**src/shared/ftc_pkg.sv**
```systemverilog
// Package with register map, field layout, reset values and timing counts.
package ftc_pkg;
  localparam logic [3:0] ADDR_CTRL = 4'h0;
  localparam logic [3:0] ADDR_FLASH_A = 4'h1;
  localparam logic [3:0] ADDR_FLASH_B = 4'h2;
  localparam logic [3:0] ADDR_LAMP_A = 4'h3;
  localparam logic [3:0] ADDR_LAMP_B = 4'h4;
  localparam logic [3:0] ADDR_GATED = 4'h5;
  localparam logic [3:0] ADDR_RAMP = 4'h6;
  localparam logic [3:0] ADDR_FTIMER = 4'h7;
  localparam logic [3:0] ADDR_LTIMER = 4'h8;
  localparam logic [3:0] ADDR_DROOP = 4'h9;
  localparam logic [3:0] ADDR_RADIO1 = 4'hA;
  localparam logic [3:0] ADDR_RADIO2 = 4'hB;
  localparam logic [3:0] ADDR_STATUS = 4'hC;
  localparam logic [3:0] ADDR_LOG_A = 4'hD;
  localparam logic [3:0] ADDR_LOG_B = 4'hE;
  localparam logic [3:0] ADDR_LEVEL = 4'hF;
  // Control, lamp timer and status register bits.
  localparam int CTRL_FLASH_A = 0;
  localparam int CTRL_FLASH_B = 1;
  localparam int CTRL_LAMP_A = 2;
  localparam int CTRL_LAMP_B = 3;
  localparam int CTRL_GATED = 4;
  localparam int CTRL_PARALLEL = 5;
  localparam int LTIMER_DISABLE = 7;
  localparam int STATUS_DROOP = 0;
  localparam int STATUS_FTIMEOUT = 1;
  localparam int STATUS_LTIMEOUT = 2;
  // Reset values.
  localparam logic [7:0] RST_FLASH = 8'h3F;
  localparam logic [7:0] RST_LAMP = 8'h3F;
  localparam logic [7:0] RST_GATED = 8'h00;
  localparam logic [7:0] RST_RAMP = 8'h11;
  localparam logic [7:0] RST_FTIMER = 8'h0F;
  localparam logic [7:0] RST_LTIMER = 8'h00;
  localparam logic [7:0] RST_DROOP = 8'h10;
  localparam logic [7:0] RST_RADIO = 8'h1F;
  // Level codes: flash LSB 15.625mA (64 steps = 1000mA),
  // static lamp LSB 3.91mA (64 steps = 250mA), gated lamp 125mA LSB.
  localparam logic [7:0] FLASH_FULL = 8'h40;
  localparam logic [7:0] LAMP_FULL = 8'h40;
  localparam logic [7:0] GATED_STEP = 8'h08;
  // Timing: 100 MHz clock.
  localparam int CLK_MHZ = 100;
  localparam int TICK_NS = 1000;
  localparam int TICK_CYC = TICK_NS * CLK_MHZ / 1000;
  localparam int FTIMER_LSB_US = 256;
  localparam int FTIMER_LSB_CYC = FTIMER_LSB_US * CLK_MHZ;
  localparam int LTIMER_LSB_US = 122900;
  localparam int LTIMER_LSB_CYC = LTIMER_LSB_US * CLK_MHZ;
  localparam int PWM_SLOTS = 32;
  typedef enum logic [1:0] {
    FT_ONESHOT,
    FT_MAXDUR,
    FT_PWM
  } ftc_ftmode_t;
  typedef struct packed {
    logic [3:0] addr;
    logic [7:0] wdata;
    logic wr;
    logic rd;
  } ftc_bus_t;
  typedef struct packed {
    logic [7:0] levelA;
    logic [7:0] levelB;
    logic onA;
    logic onB;
  } ftc_drive_t;
endpackage

```
**src/verilog/ftc_core.sv**
```systemverilog
// Flash and lamp current regulator control with ramps, timers, droop loop.
//
// Decided for this implementation: the register offsets and strobed register access.
`timescale 1ns/100ps
module ftc_core #(
  parameter int FTIMER_LSB = ftc_pkg::FTIMER_LSB_CYC,
  parameter int LTIMER_LSB = ftc_pkg::LTIMER_LSB_CYC
) (
  input wire logic clock,
  input wire logic rst_n,
  input wire logic clkEn,
  input wire ftc_pkg::ftc_bus_t bus,
  output logic [7:0] rdData,
  input wire logic flashTrigger,
  input wire logic lampTrigger,
  input wire logic radioLimitPrimary,
  input wire logic radioLimitSecondary,
  input wire logic inputLow,
  input wire logic inputRecovered,
  output ftc_pkg::ftc_drive_t drive
);
  logic [7:0] ctrl_r, flashA_r, flashB_r, lampA_r, lampB_r, gated_r;
  logic [7:0] ramp_r, ftimer_r, ltimer_r, droop_r, radio1_r, radio2_r;
  logic [7:0] status_r, logA_r, logB_r;
  logic [7:0] levelA_r, levelB_r, capA_r, capB_r;
  logic [9:0] tickCnt_r, ruDiv_r;
  logic [31:0] fCnt_r, lCnt_r, droopCnt_r;
  logic [4:0] pwmSlot_r;
  logic [7:0] pwmDiv_r;
  logic flashOn_r, lampOn_r, flashPrev_r, lampPrev_r, trigPrev_r;
  logic flashReq, lampReq, tick, droopTick, wrCtrl, anyOn, rampingUp;
  logic [7:0] tgtA, tgtB, limA, limB;

  function automatic logic [7:0] stepTo(input logic [7:0] cur,
                                        input logic [7:0] tgt,
                                        input logic [7:0] inc);
    if (cur < tgt)
      stepTo = (tgt - cur > inc) ? cur + inc : tgt;
    else if (cur > tgt)
      stepTo = (cur - tgt > inc) ? cur - inc : tgt;
    else
      stepTo = cur;
  endfunction

  function automatic logic [7:0] minOf(input logic [7:0] a,
                                       input logic [7:0] b);
    minOf = (a < b) ? a : b;
  endfunction

  // Register writes; timer expiry also clears enable bits.
  always_ff @(posedge clock) begin
    if (!rst_n) begin
      ctrl_r <= 8'h00;
      flashA_r <= ftc_pkg::RST_FLASH;
      flashB_r <= ftc_pkg::RST_FLASH;
      lampA_r <= ftc_pkg::RST_LAMP;
      lampB_r <= ftc_pkg::RST_LAMP;
      gated_r <= ftc_pkg::RST_GATED;
      ramp_r <= ftc_pkg::RST_RAMP;
      ftimer_r <= ftc_pkg::RST_FTIMER;
      ltimer_r <= ftc_pkg::RST_LTIMER;
      droop_r <= ftc_pkg::RST_DROOP;
      radio1_r <= ftc_pkg::RST_RADIO;
      radio2_r <= ftc_pkg::RST_RADIO;
    end else if (clkEn) begin
      if (bus.wr) begin
        unique case (bus.addr)
          ftc_pkg::ADDR_CTRL: ctrl_r <= bus.wdata;
          ftc_pkg::ADDR_FLASH_A: flashA_r <= bus.wdata;
          ftc_pkg::ADDR_FLASH_B: flashB_r <= bus.wdata;
          ftc_pkg::ADDR_LAMP_A: lampA_r <= bus.wdata;
          ftc_pkg::ADDR_LAMP_B: lampB_r <= bus.wdata;
          ftc_pkg::ADDR_GATED: gated_r <= bus.wdata;
          ftc_pkg::ADDR_RAMP: ramp_r <= bus.wdata;
          ftc_pkg::ADDR_FTIMER: ftimer_r <= bus.wdata;
          ftc_pkg::ADDR_LTIMER: ltimer_r <= bus.wdata;
          ftc_pkg::ADDR_DROOP: droop_r <= bus.wdata;
          ftc_pkg::ADDR_RADIO1: radio1_r <= bus.wdata;
          ftc_pkg::ADDR_RADIO2: radio2_r <= bus.wdata;
          default: ;
        endcase
      end
      // Expiry disables the mode; the ramp then runs down.
      if (flashPrev_r && !flashOn_r) begin
        ctrl_r[ftc_pkg::CTRL_FLASH_A] <= 1'b0;
        ctrl_r[ftc_pkg::CTRL_FLASH_B] <= 1'b0;
      end
      if (lampPrev_r && !lampOn_r) begin
        ctrl_r[ftc_pkg::CTRL_LAMP_A] <= 1'b0;
        ctrl_r[ftc_pkg::CTRL_LAMP_B] <= 1'b0;
      end
    end
  end

  always_ff @(posedge clock) begin
    if (!rst_n)
      rdData <= 8'h00;
    else if (clkEn && bus.rd) begin
      unique case (bus.addr)
        ftc_pkg::ADDR_CTRL: rdData <= ctrl_r;
        ftc_pkg::ADDR_FLASH_A: rdData <= flashA_r;
        ftc_pkg::ADDR_FLASH_B: rdData <= flashB_r;
        ftc_pkg::ADDR_LAMP_A: rdData <= lampA_r;
        ftc_pkg::ADDR_LAMP_B: rdData <= lampB_r;
        ftc_pkg::ADDR_GATED: rdData <= gated_r;
        ftc_pkg::ADDR_RAMP: rdData <= ramp_r;
        ftc_pkg::ADDR_FTIMER: rdData <= ftimer_r;
        ftc_pkg::ADDR_LTIMER: rdData <= ltimer_r;
        ftc_pkg::ADDR_DROOP: rdData <= droop_r;
        ftc_pkg::ADDR_RADIO1: rdData <= radio1_r;
        ftc_pkg::ADDR_RADIO2: rdData <= radio2_r;
        ftc_pkg::ADDR_STATUS: rdData <= status_r;
        ftc_pkg::ADDR_LOG_A: rdData <= logA_r;
        ftc_pkg::ADDR_LOG_B: rdData <= logB_r;
        default: rdData <= levelA_r;
      endcase
    end
  end

  assign wrCtrl = clkEn && bus.wr && bus.addr == ftc_pkg::ADDR_CTRL;
  // The logic trigger pins OR with the register enables.
  assign flashReq = flashTrigger || ctrl_r[ftc_pkg::CTRL_FLASH_A]
                    || ctrl_r[ftc_pkg::CTRL_FLASH_B];
  assign lampReq = lampTrigger || ctrl_r[ftc_pkg::CTRL_LAMP_A]
                   || ctrl_r[ftc_pkg::CTRL_LAMP_B];

  // Flash safety timer and mode state.
  always_ff @(posedge clock) begin
    if (!rst_n) begin
      flashOn_r <= 1'b0;
      flashPrev_r <= 1'b0;
      trigPrev_r <= 1'b0;
      fCnt_r <= 32'h0;
    end else if (clkEn) begin
      flashPrev_r <= flashOn_r;
      trigPrev_r <= flashReq;
      if (!flashOn_r) begin
        fCnt_r <= 32'h0;
        if (flashReq && !trigPrev_r)
          flashOn_r <= 1'b1;
      end else begin
        fCnt_r <= fCnt_r + 32'h1;
        if (fCnt_r >= FTIMER_LSB * (32'(ftimer_r[5:0]) + 1))
          flashOn_r <= 1'b0;
        // Maximum-duration mode follows the trigger level.
        else if (ftimer_r[7:6] == 2'(ftc_pkg::FT_MAXDUR) && !flashReq)
          flashOn_r <= 1'b0;
        else if (ftimer_r[7:6] != 2'(ftc_pkg::FT_ONESHOT) && !flashReq)
          flashOn_r <= 1'b0;
        // A host write that drops every flash enable ends a one-shot flash
        // before expiry; a pin-started one-shot is left to its timer.
        else if (wrCtrl && (ctrl_r[ftc_pkg::CTRL_FLASH_A]
                 || ctrl_r[ftc_pkg::CTRL_FLASH_B])
                 && !bus.wdata[ftc_pkg::CTRL_FLASH_A]
                 && !bus.wdata[ftc_pkg::CTRL_FLASH_B])
          flashOn_r <= 1'b0;
      end
    end
  end

  // Lamp safety timer, follows the request level, with disable bit.
  always_ff @(posedge clock) begin
    if (!rst_n) begin
      lampOn_r <= 1'b0;
      lampPrev_r <= 1'b0;
      lCnt_r <= 32'h0;
    end else if (clkEn) begin
      lampPrev_r <= lampOn_r;
      if (!lampReq) begin
        lampOn_r <= 1'b0;
        lCnt_r <= 32'h0;
      end else if (!lampOn_r && lCnt_r == 32'h0) begin
        lampOn_r <= 1'b1;
      end else if (lampOn_r && !ltimer_r[ftc_pkg::LTIMER_DISABLE]) begin
        lCnt_r <= lCnt_r + 32'h1;
        if (lCnt_r >= LTIMER_LSB * (32'(ltimer_r[6:0]) + 1))
          lampOn_r <= 1'b0;
      end
    end
  end

  // Internal ramp tick; ramp field sets ticks per step.
  always_ff @(posedge clock) begin
    if (!rst_n) begin
      tickCnt_r <= 10'h0;
      ruDiv_r <= 10'h0;
    end else if (clkEn) begin
      tickCnt_r <= (tickCnt_r == 10'(ftc_pkg::TICK_CYC - 1)) ? 10'h0
                   : tickCnt_r + 10'h1;
      if (tickCnt_r == 10'(ftc_pkg::TICK_CYC - 1))
        ruDiv_r <= (ruDiv_r >= {6'h0, rampingUp ? ramp_r[3:0]
                    : ramp_r[7:4]}) ? 10'h0 : ruDiv_r + 10'h1;
    end
  end
  // Ramp time = programmed time x level/full: fixed time per code.
  assign tick = tickCnt_r == 10'(ftc_pkg::TICK_CYC - 1) && ruDiv_r == 10'h0;
  assign rampingUp = levelA_r < tgtA || levelB_r < tgtB;

  // Targets: flash outranks lamp; gated lamp sets DAC full scale.
  always_comb begin
    limA = capA_r;
    limB = capB_r;
    if (flashOn_r) begin
      // Primary mask wins while both are active.
      if (radioLimitPrimary) begin
        limA = minOf(limA, radio1_r);
        limB = minOf(limB, radio1_r);
      end else if (radioLimitSecondary) begin
        limA = minOf(limA, radio2_r);
        limB = minOf(limB, radio2_r);
      end
      tgtA = minOf(flashA_r, limA);
      tgtB = minOf(flashB_r, limB);
    end else if (lampOn_r && ctrl_r[ftc_pkg::CTRL_GATED]) begin
      tgtA = minOf(8'(gated_r[2:0]) * ftc_pkg::GATED_STEP, limA);
      tgtB = tgtA;
    end else if (lampOn_r) begin
      tgtA = minOf(lampA_r, limA);
      tgtB = minOf(lampB_r, limB);
    end else begin
      tgtA = 8'h00;
      tgtB = 8'h00;
    end
  end

  // Staircase ramp. Paralleled outputs double the step until either
  // output reaches its target. Masks cut straight to the cap.
  always_ff @(posedge clock) begin
    if (!rst_n) begin
      levelA_r <= 8'h00;
      levelB_r <= 8'h00;
    end else if (clkEn) begin
      if (levelA_r > tgtA && flashOn_r &&
          (radioLimitPrimary || radioLimitSecondary))
        levelA_r <= tgtA;
      else if (tick)
        levelA_r <= stepTo(levelA_r, tgtA, (ctrl_r[ftc_pkg::CTRL_PARALLEL]
                    && levelA_r != tgtA && levelB_r != tgtB) ? 8'h02
                    : 8'h01);
      if (levelB_r > tgtB && flashOn_r &&
          (radioLimitPrimary || radioLimitSecondary))
        levelB_r <= tgtB;
      else if (tick)
        levelB_r <= stepTo(levelB_r, tgtB, (ctrl_r[ftc_pkg::CTRL_PARALLEL]
                    && levelA_r != tgtA && levelB_r != tgtB) ? 8'h02
                    : 8'h01);
    end
  end

  // Droop loop: caps stepped per recheck interval.
  assign anyOn = flashOn_r || lampOn_r;
  assign droopTick = droopCnt_r >= ftc_pkg::TICK_CYC * 32'(droop_r[7:4]);
  always_ff @(posedge clock) begin
    if (!rst_n) begin
      droopCnt_r <= 32'h0;
      capA_r <= 8'hFF;
      capB_r <= 8'hFF;
      status_r <= 8'h00;
      logA_r <= 8'hFF;
      logB_r <= 8'hFF;
    end else if (clkEn) begin
      droopCnt_r <= droopTick ? 32'h0 : droopCnt_r + 32'h1;
      if (!anyOn) begin
        capA_r <= 8'hFF;
        capB_r <= 8'hFF;
      end else if (droopTick && inputLow) begin
        capA_r <= (levelA_r != 8'h00) ? levelA_r - 8'h01 : 8'h00;
        capB_r <= (levelB_r != 8'h00) ? levelB_r - 8'h01 : 8'h00;
        status_r[ftc_pkg::STATUS_DROOP] <= 1'b1;
        logA_r <= minOf(logA_r, levelA_r - 8'h01);
        logB_r <= minOf(logB_r, levelB_r - 8'h01);
      end else if (droopTick && inputRecovered && droop_r[2:0] != 3'h0) begin
        capA_r <= (capA_r < 8'hFF) ? capA_r + 8'h01 : capA_r;
        capB_r <= (capB_r < 8'hFF) ? capB_r + 8'h01 : capB_r;
      end
      if (flashPrev_r && !flashOn_r && !flashReq)
        status_r[ftc_pkg::STATUS_FTIMEOUT] <= 1'b0;
      else if (flashPrev_r && !flashOn_r)
        status_r[ftc_pkg::STATUS_FTIMEOUT] <= 1'b1;
      if (lampPrev_r && !lampOn_r && lampReq)
        status_r[ftc_pkg::STATUS_LTIMEOUT] <= 1'b1;
      // Writing the control register clears the droop flag only; a droop event wins.
      if (wrCtrl && !(droopTick && inputLow && anyOn))
        status_r[ftc_pkg::STATUS_DROOP] <= 1'b0;
    end
  end

  // Gated lamp: duty slots of 3.125% at a rate from the field.
  always_ff @(posedge clock) begin
    if (!rst_n) begin
      pwmDiv_r <= 8'h00;
      pwmSlot_r <= 5'h00;
    end else if (clkEn) begin
      pwmDiv_r <= pwmDiv_r + 8'h01;
      if (pwmDiv_r == (8'h0F << gated_r[7:6])) begin
        pwmDiv_r <= 8'h00;
        pwmSlot_r <= pwmSlot_r + 5'h01;
      end
    end
  end

  always_comb begin
    drive.levelA = levelA_r;
    drive.levelB = levelB_r;
    drive.onA = levelA_r != 8'h00;
    drive.onB = levelB_r != 8'h00;
    if (lampOn_r && !flashOn_r && ctrl_r[ftc_pkg::CTRL_GATED]) begin
      drive.onA = drive.onA && pwmSlot_r <= {2'h0, gated_r[5:3]};
      drive.onB = drive.onA;
    end
  end
endmodule

```
**config.mk**
```make
export PLATFORM = sky130hd
export DESIGN_NAME = ftc_core
export DESIGN_NICKNAME = d
export VERILOG_FILES = /design/src/shared/ftc_pkg.sv /design/src/verilog/ftc_core.sv
export SDC_FILE = /design/constraint.sdc
export NUM_CORES = 1
export LEC_CHECK = 0
export ABC_CLOCK_PERIOD_IN_PS = 24900
export BUFFER_PORTS_ARGS = -buffer_cell sky130_fd_sc_hd__buf_2
export CAP_MARGIN = 20
export CORE_MARGIN = 3
export CORE_UTILIZATION = 55
export CTS_CLUSTER_SIZE = 28
export DETAILED_ROUTE_END_ITERATION = 16
export PLACE_DENSITY = 0.71
export SYNTH_ARGS = -nofsm -noshare
export SYNTH_HDL_FRONTEND = slang
export SYNTH_SLANG_ARGS = --single-unit
```
**constraint.sdc**
```tcl
create_clock -name clock -period 24.9 [get_ports clock]
set_input_delay 3.735 -clock clock [delete_from_list [all_inputs] [get_ports clock]]
set_output_delay 3.735 -clock clock [all_outputs]
set_load 0.03 [all_outputs]
```
==> results.toml <==
[run_status]
outcome = "completed"

[synth]
async_flop_share_pct = 0
synth_cells = 3065
syn-cell-area_um2 = 24100
syn_avg_cell_area_um2 = 7.87
synth_nets = 3413
ys_ff_latch = 289
ys.flop_type = "dfxtp_1"
ys_types = 113
synth_seq_area_share_pct = 24.0
yosysWarnings = 0
synth-edff-count = 0

[sta]
period_share_pct = 45.0
min_period_ns = 11.20
skew_ns = 0.0196
setup_viol = 0
setup_tns_ns = 0
hold_violations = 0
rsz0062_at_grt = "no"
finalMaxSlewViolations = 0
fmax_ghz = 0.0893
slew-limit-headroom_pct = 33.2
worst_pin_slew_ns = 0.995

[placement]
dp_cells = 3569
place.gp.congestion = 1.01
numPortBuffers = 48
dp_hpwl_um = 57100
place_area_um2 = 24600

[worst_setup_path]
cpMostUsedCell = "a21o_1"
critical_path.slowest_cell = "o41ai_2"
crit_start = "radioLimitPrimary"
cpLargestDelayFamily = "compound AO/OA/AOI/OAI gates"
required_ns = 25.38
path_depth = 29
cp_max_fo = 18
cp_num_buf_inv = 2
cp_data_arrival_time_ns = 11.68
endpoint = "ruDiv_r[0]"
r2r_cells = 27
start_kind = "primary input"
slowest_delay_ns = 0.83
crit_type = "in2reg"
regToRegSetupSlack_ns = 16.01
r2r-end = "ruDiv_r[0]"
r2r-start = "capA_r[1]"
crit_path_end_kind = "flip-flop"

[cts]
root_buffer = "clkbuf_16"
cts_max_level = 2
clk_latency_ns = 0.57
cts.path.max_buffers = 3
cts_resized = 0
cts_hold_buffers = 0
cts_setup_buffers = 0
clk_pin_slew_ns = 0.07
tritoncts = "done"
cts.sinks = 289
cts-buffers-inserted = 36

[routing]
drcViolationCount = 0
ant_nets = 0
first_pass_iters = 11
viasPerCell = 6.26
via_count = 22800
routed_wl_um = 75700
drtIter0Drc = 2546
wl_per_cell_um = 20.8

[die]
fp-row-count = 76
initial_core_util_pct = 55.8
die_y_um = 215
die_w_um = 215
core-area_um2 = 43200
die_area_um2 = 46400
num_io_pins = 49

[pwr]
power_uw = 1330
comb_power_share_pct = 23.2
p_switching_uw = 430
ir_worst_vdd_uv = 47.2
powerDensity_nw_per_um2 = 51.6
pwr-share-clk_pct = 40.2
sequentialPowerShare_pct = 36.7
power.internal_uw = 904
p_leak_uw = 0.0114
netSwitchingFraction_pct = 32.2

[job]
drv_cap = 0

[cells_and_area]
final_cells = 3637
stdcell_area_um2 = 25800
n_fill_cell = 3940
area_growth_pct = 7.21
layout-drive-gt1-share_pct = 6.07
nets = 3372

[global_route]
antenna_found_initial = 5
grt_pass1_wl_um = 119000
grt_max_degree = 74
grt_usage_pct = 31.8
overflow = 0
grt_pass1_vias = 21100

[worst_hold_path]
min_path_type = "reg2reg"
placed cells by master (no fill, tap or decap), types with 27 or more instances in the layout:
cell / count
nand4_1: 46
inv_1: 231
nor2_1: 265
and2_1: 27
mux2i_1: 50
nor2b_1: 59
nor4_1: 33
clkbuf_16: 37
fa_1: 49
a21o_1: 42
o21ai_0: 123
o211ai_1: 50
nor3_1: 49
nand3_1: 126
o31ai_1: 27
xnor2_1: 88
and3_1: 41
xor2_1: 70
nand2_1: 377
nand2b_1: 40
a21oi_1: 188
ha_1: 276
dfxtp_1: 288
o21a_1: 28
buf_2: 46
state kept, by name, indices dropped and copies added, names as in the netlist, 10 cells and up:
| signal | flops |
|---|---|
| lCnt_r | 32 |
| tickCnt_r | 10 |
| fCnt_r | 32 |
| ruDiv_r | 10 |
| droopCnt_r | 32 |
cell usage after synthesis, types with 9 or more instances:
library cell	n	area, µm²
or3_1	16	100
xor2_1	70	613
nand2_1	377	1420
a211oi_1	12	90.1
nor2b_1	59	369
a221oi_1	9	78.8
ha_1	276	3450
and2_1	27	169
clkbuf_1	117	439
fa_1	49	981
inv_1	232	871
o31ai_1	27	203
a21boi_0	11	82.6
o211ai_1	50	375
o21ai_0	123	616
a31oi_1	26	163
nor3_1	49	245
a21oi_1	188	941
o22ai_1	12	75.1
nand3_1	126	631
o221ai_1	12	105
nor2_1	265	995
and3_1	41	257
xnor2_1	88	771
o21bai_1	10	75.1
dfxtp_1	289	5790
and4_1	19	166
o21a_1	28	210
a21o_1	42	315
a22oi_1	21	158
nand4_1	46	288
buf_1	12	45.0
nor4_1	33	206
mux2i_1	50	500
nand2b_1	40	250
mux2_2	11	124
layout make-up:
cell class                 instances  area (µm²)  area share, %
antenna                            2        5.00         0.0194
clock buffer                      52        1060           4.11
clock inverter                    12         133          0.513
inverter                         235         885           3.42
multi-input combinational       2403       16900           65.4
sequential                       289        5790           22.4
tap                              585         732           2.83
timing repair buffer              59         345           1.34
stage by stage:
step | worst slack [ns] | hold slack (ns) | util (%)
after floorplan | 14.44 | 0.436 | -
after global placement | 13.51 | 0.441 | 57.0
after detailed placement | 13.24 | 0.450 | 57.0
after CTS | 13.79 | 0.458 | 59.8
after global routing | 13.23 | 0.487 | 59.9
final | 13.70 | 0.458 | 59.9
worst min-delay path, delay by kind of cell, from the launching register on:
kind             cells  cell delay [ns]
AO/OA/AOI/OAI        1             0.05
AND/OR/NAND/NOR      1             0.05
flip-flops           1             0.31
kinds of logic (layout without fill, tap and decap cells):
| group | Yosys count | in the layout | share of synthesized area [%] |
|---|---|---|---|
| AO/OA/AOI/OAI | 703 | 703 | 20.0 |
| XOR/XNOR | 158 | 158 | 5.74 |
| adder cells (fa/ha/maj) | 325 | 325 | 18.4 |
| buffers and inverters | 373 | 358 | 5.94 |
| flip-flops | 289 | 289 | 24.0 |
| multiplexers | 64 | 64 | 2.78 |
| other | 0 | 2 | 0 |
| AND/OR/NAND/NOR | 1153 | 1153 | 23.1 |
layer usage:
| metal | vias up | track usage (%) | routed length, µm |
|---|---|---|---|
| li1 | 10800 | - | - |
| met1 | 10800 | 43.8 | 32700 |
| met2 | 970 | 49.6 | 33200 |
| met3 | 204 | 5.48 | 6360 |
| met4 | 6 | 13.4 | 3420 |
| met5 | - | 0 | 33 |
power groups by stage:
stage / Combinational (µW) / Sequential [µW] / Clock (µW)
after floorplan: 232 / 491 / 0
after global placement: 292 / 498 / 0
after detailed placement: 299 / 498 / 0
after CTS: 301 / 488 / 546
after global routing: 340 / 490 / 565
final: 309 / 489 / 536
how the worst min path moves through the flow:
stage	from	endpoint	slack [ns]	cells after the start
floorplan	ctrl_r[6]	ctrl_r[6]	0.44	2
global placement	rdData[2]	rdData[2]	0.44	2
detailed placement	ctrl_r[6]	ctrl_r[6]	0.45	2
CTS	ctrl_r[6]	ctrl_r[6]	0.46	2
global route	ctrl_r[6]	ctrl_r[6]	0.49	2
finish	rdData[2]	rdData[2]	0.46	2
Note: power is estimated with default switching activity, not from simulation.
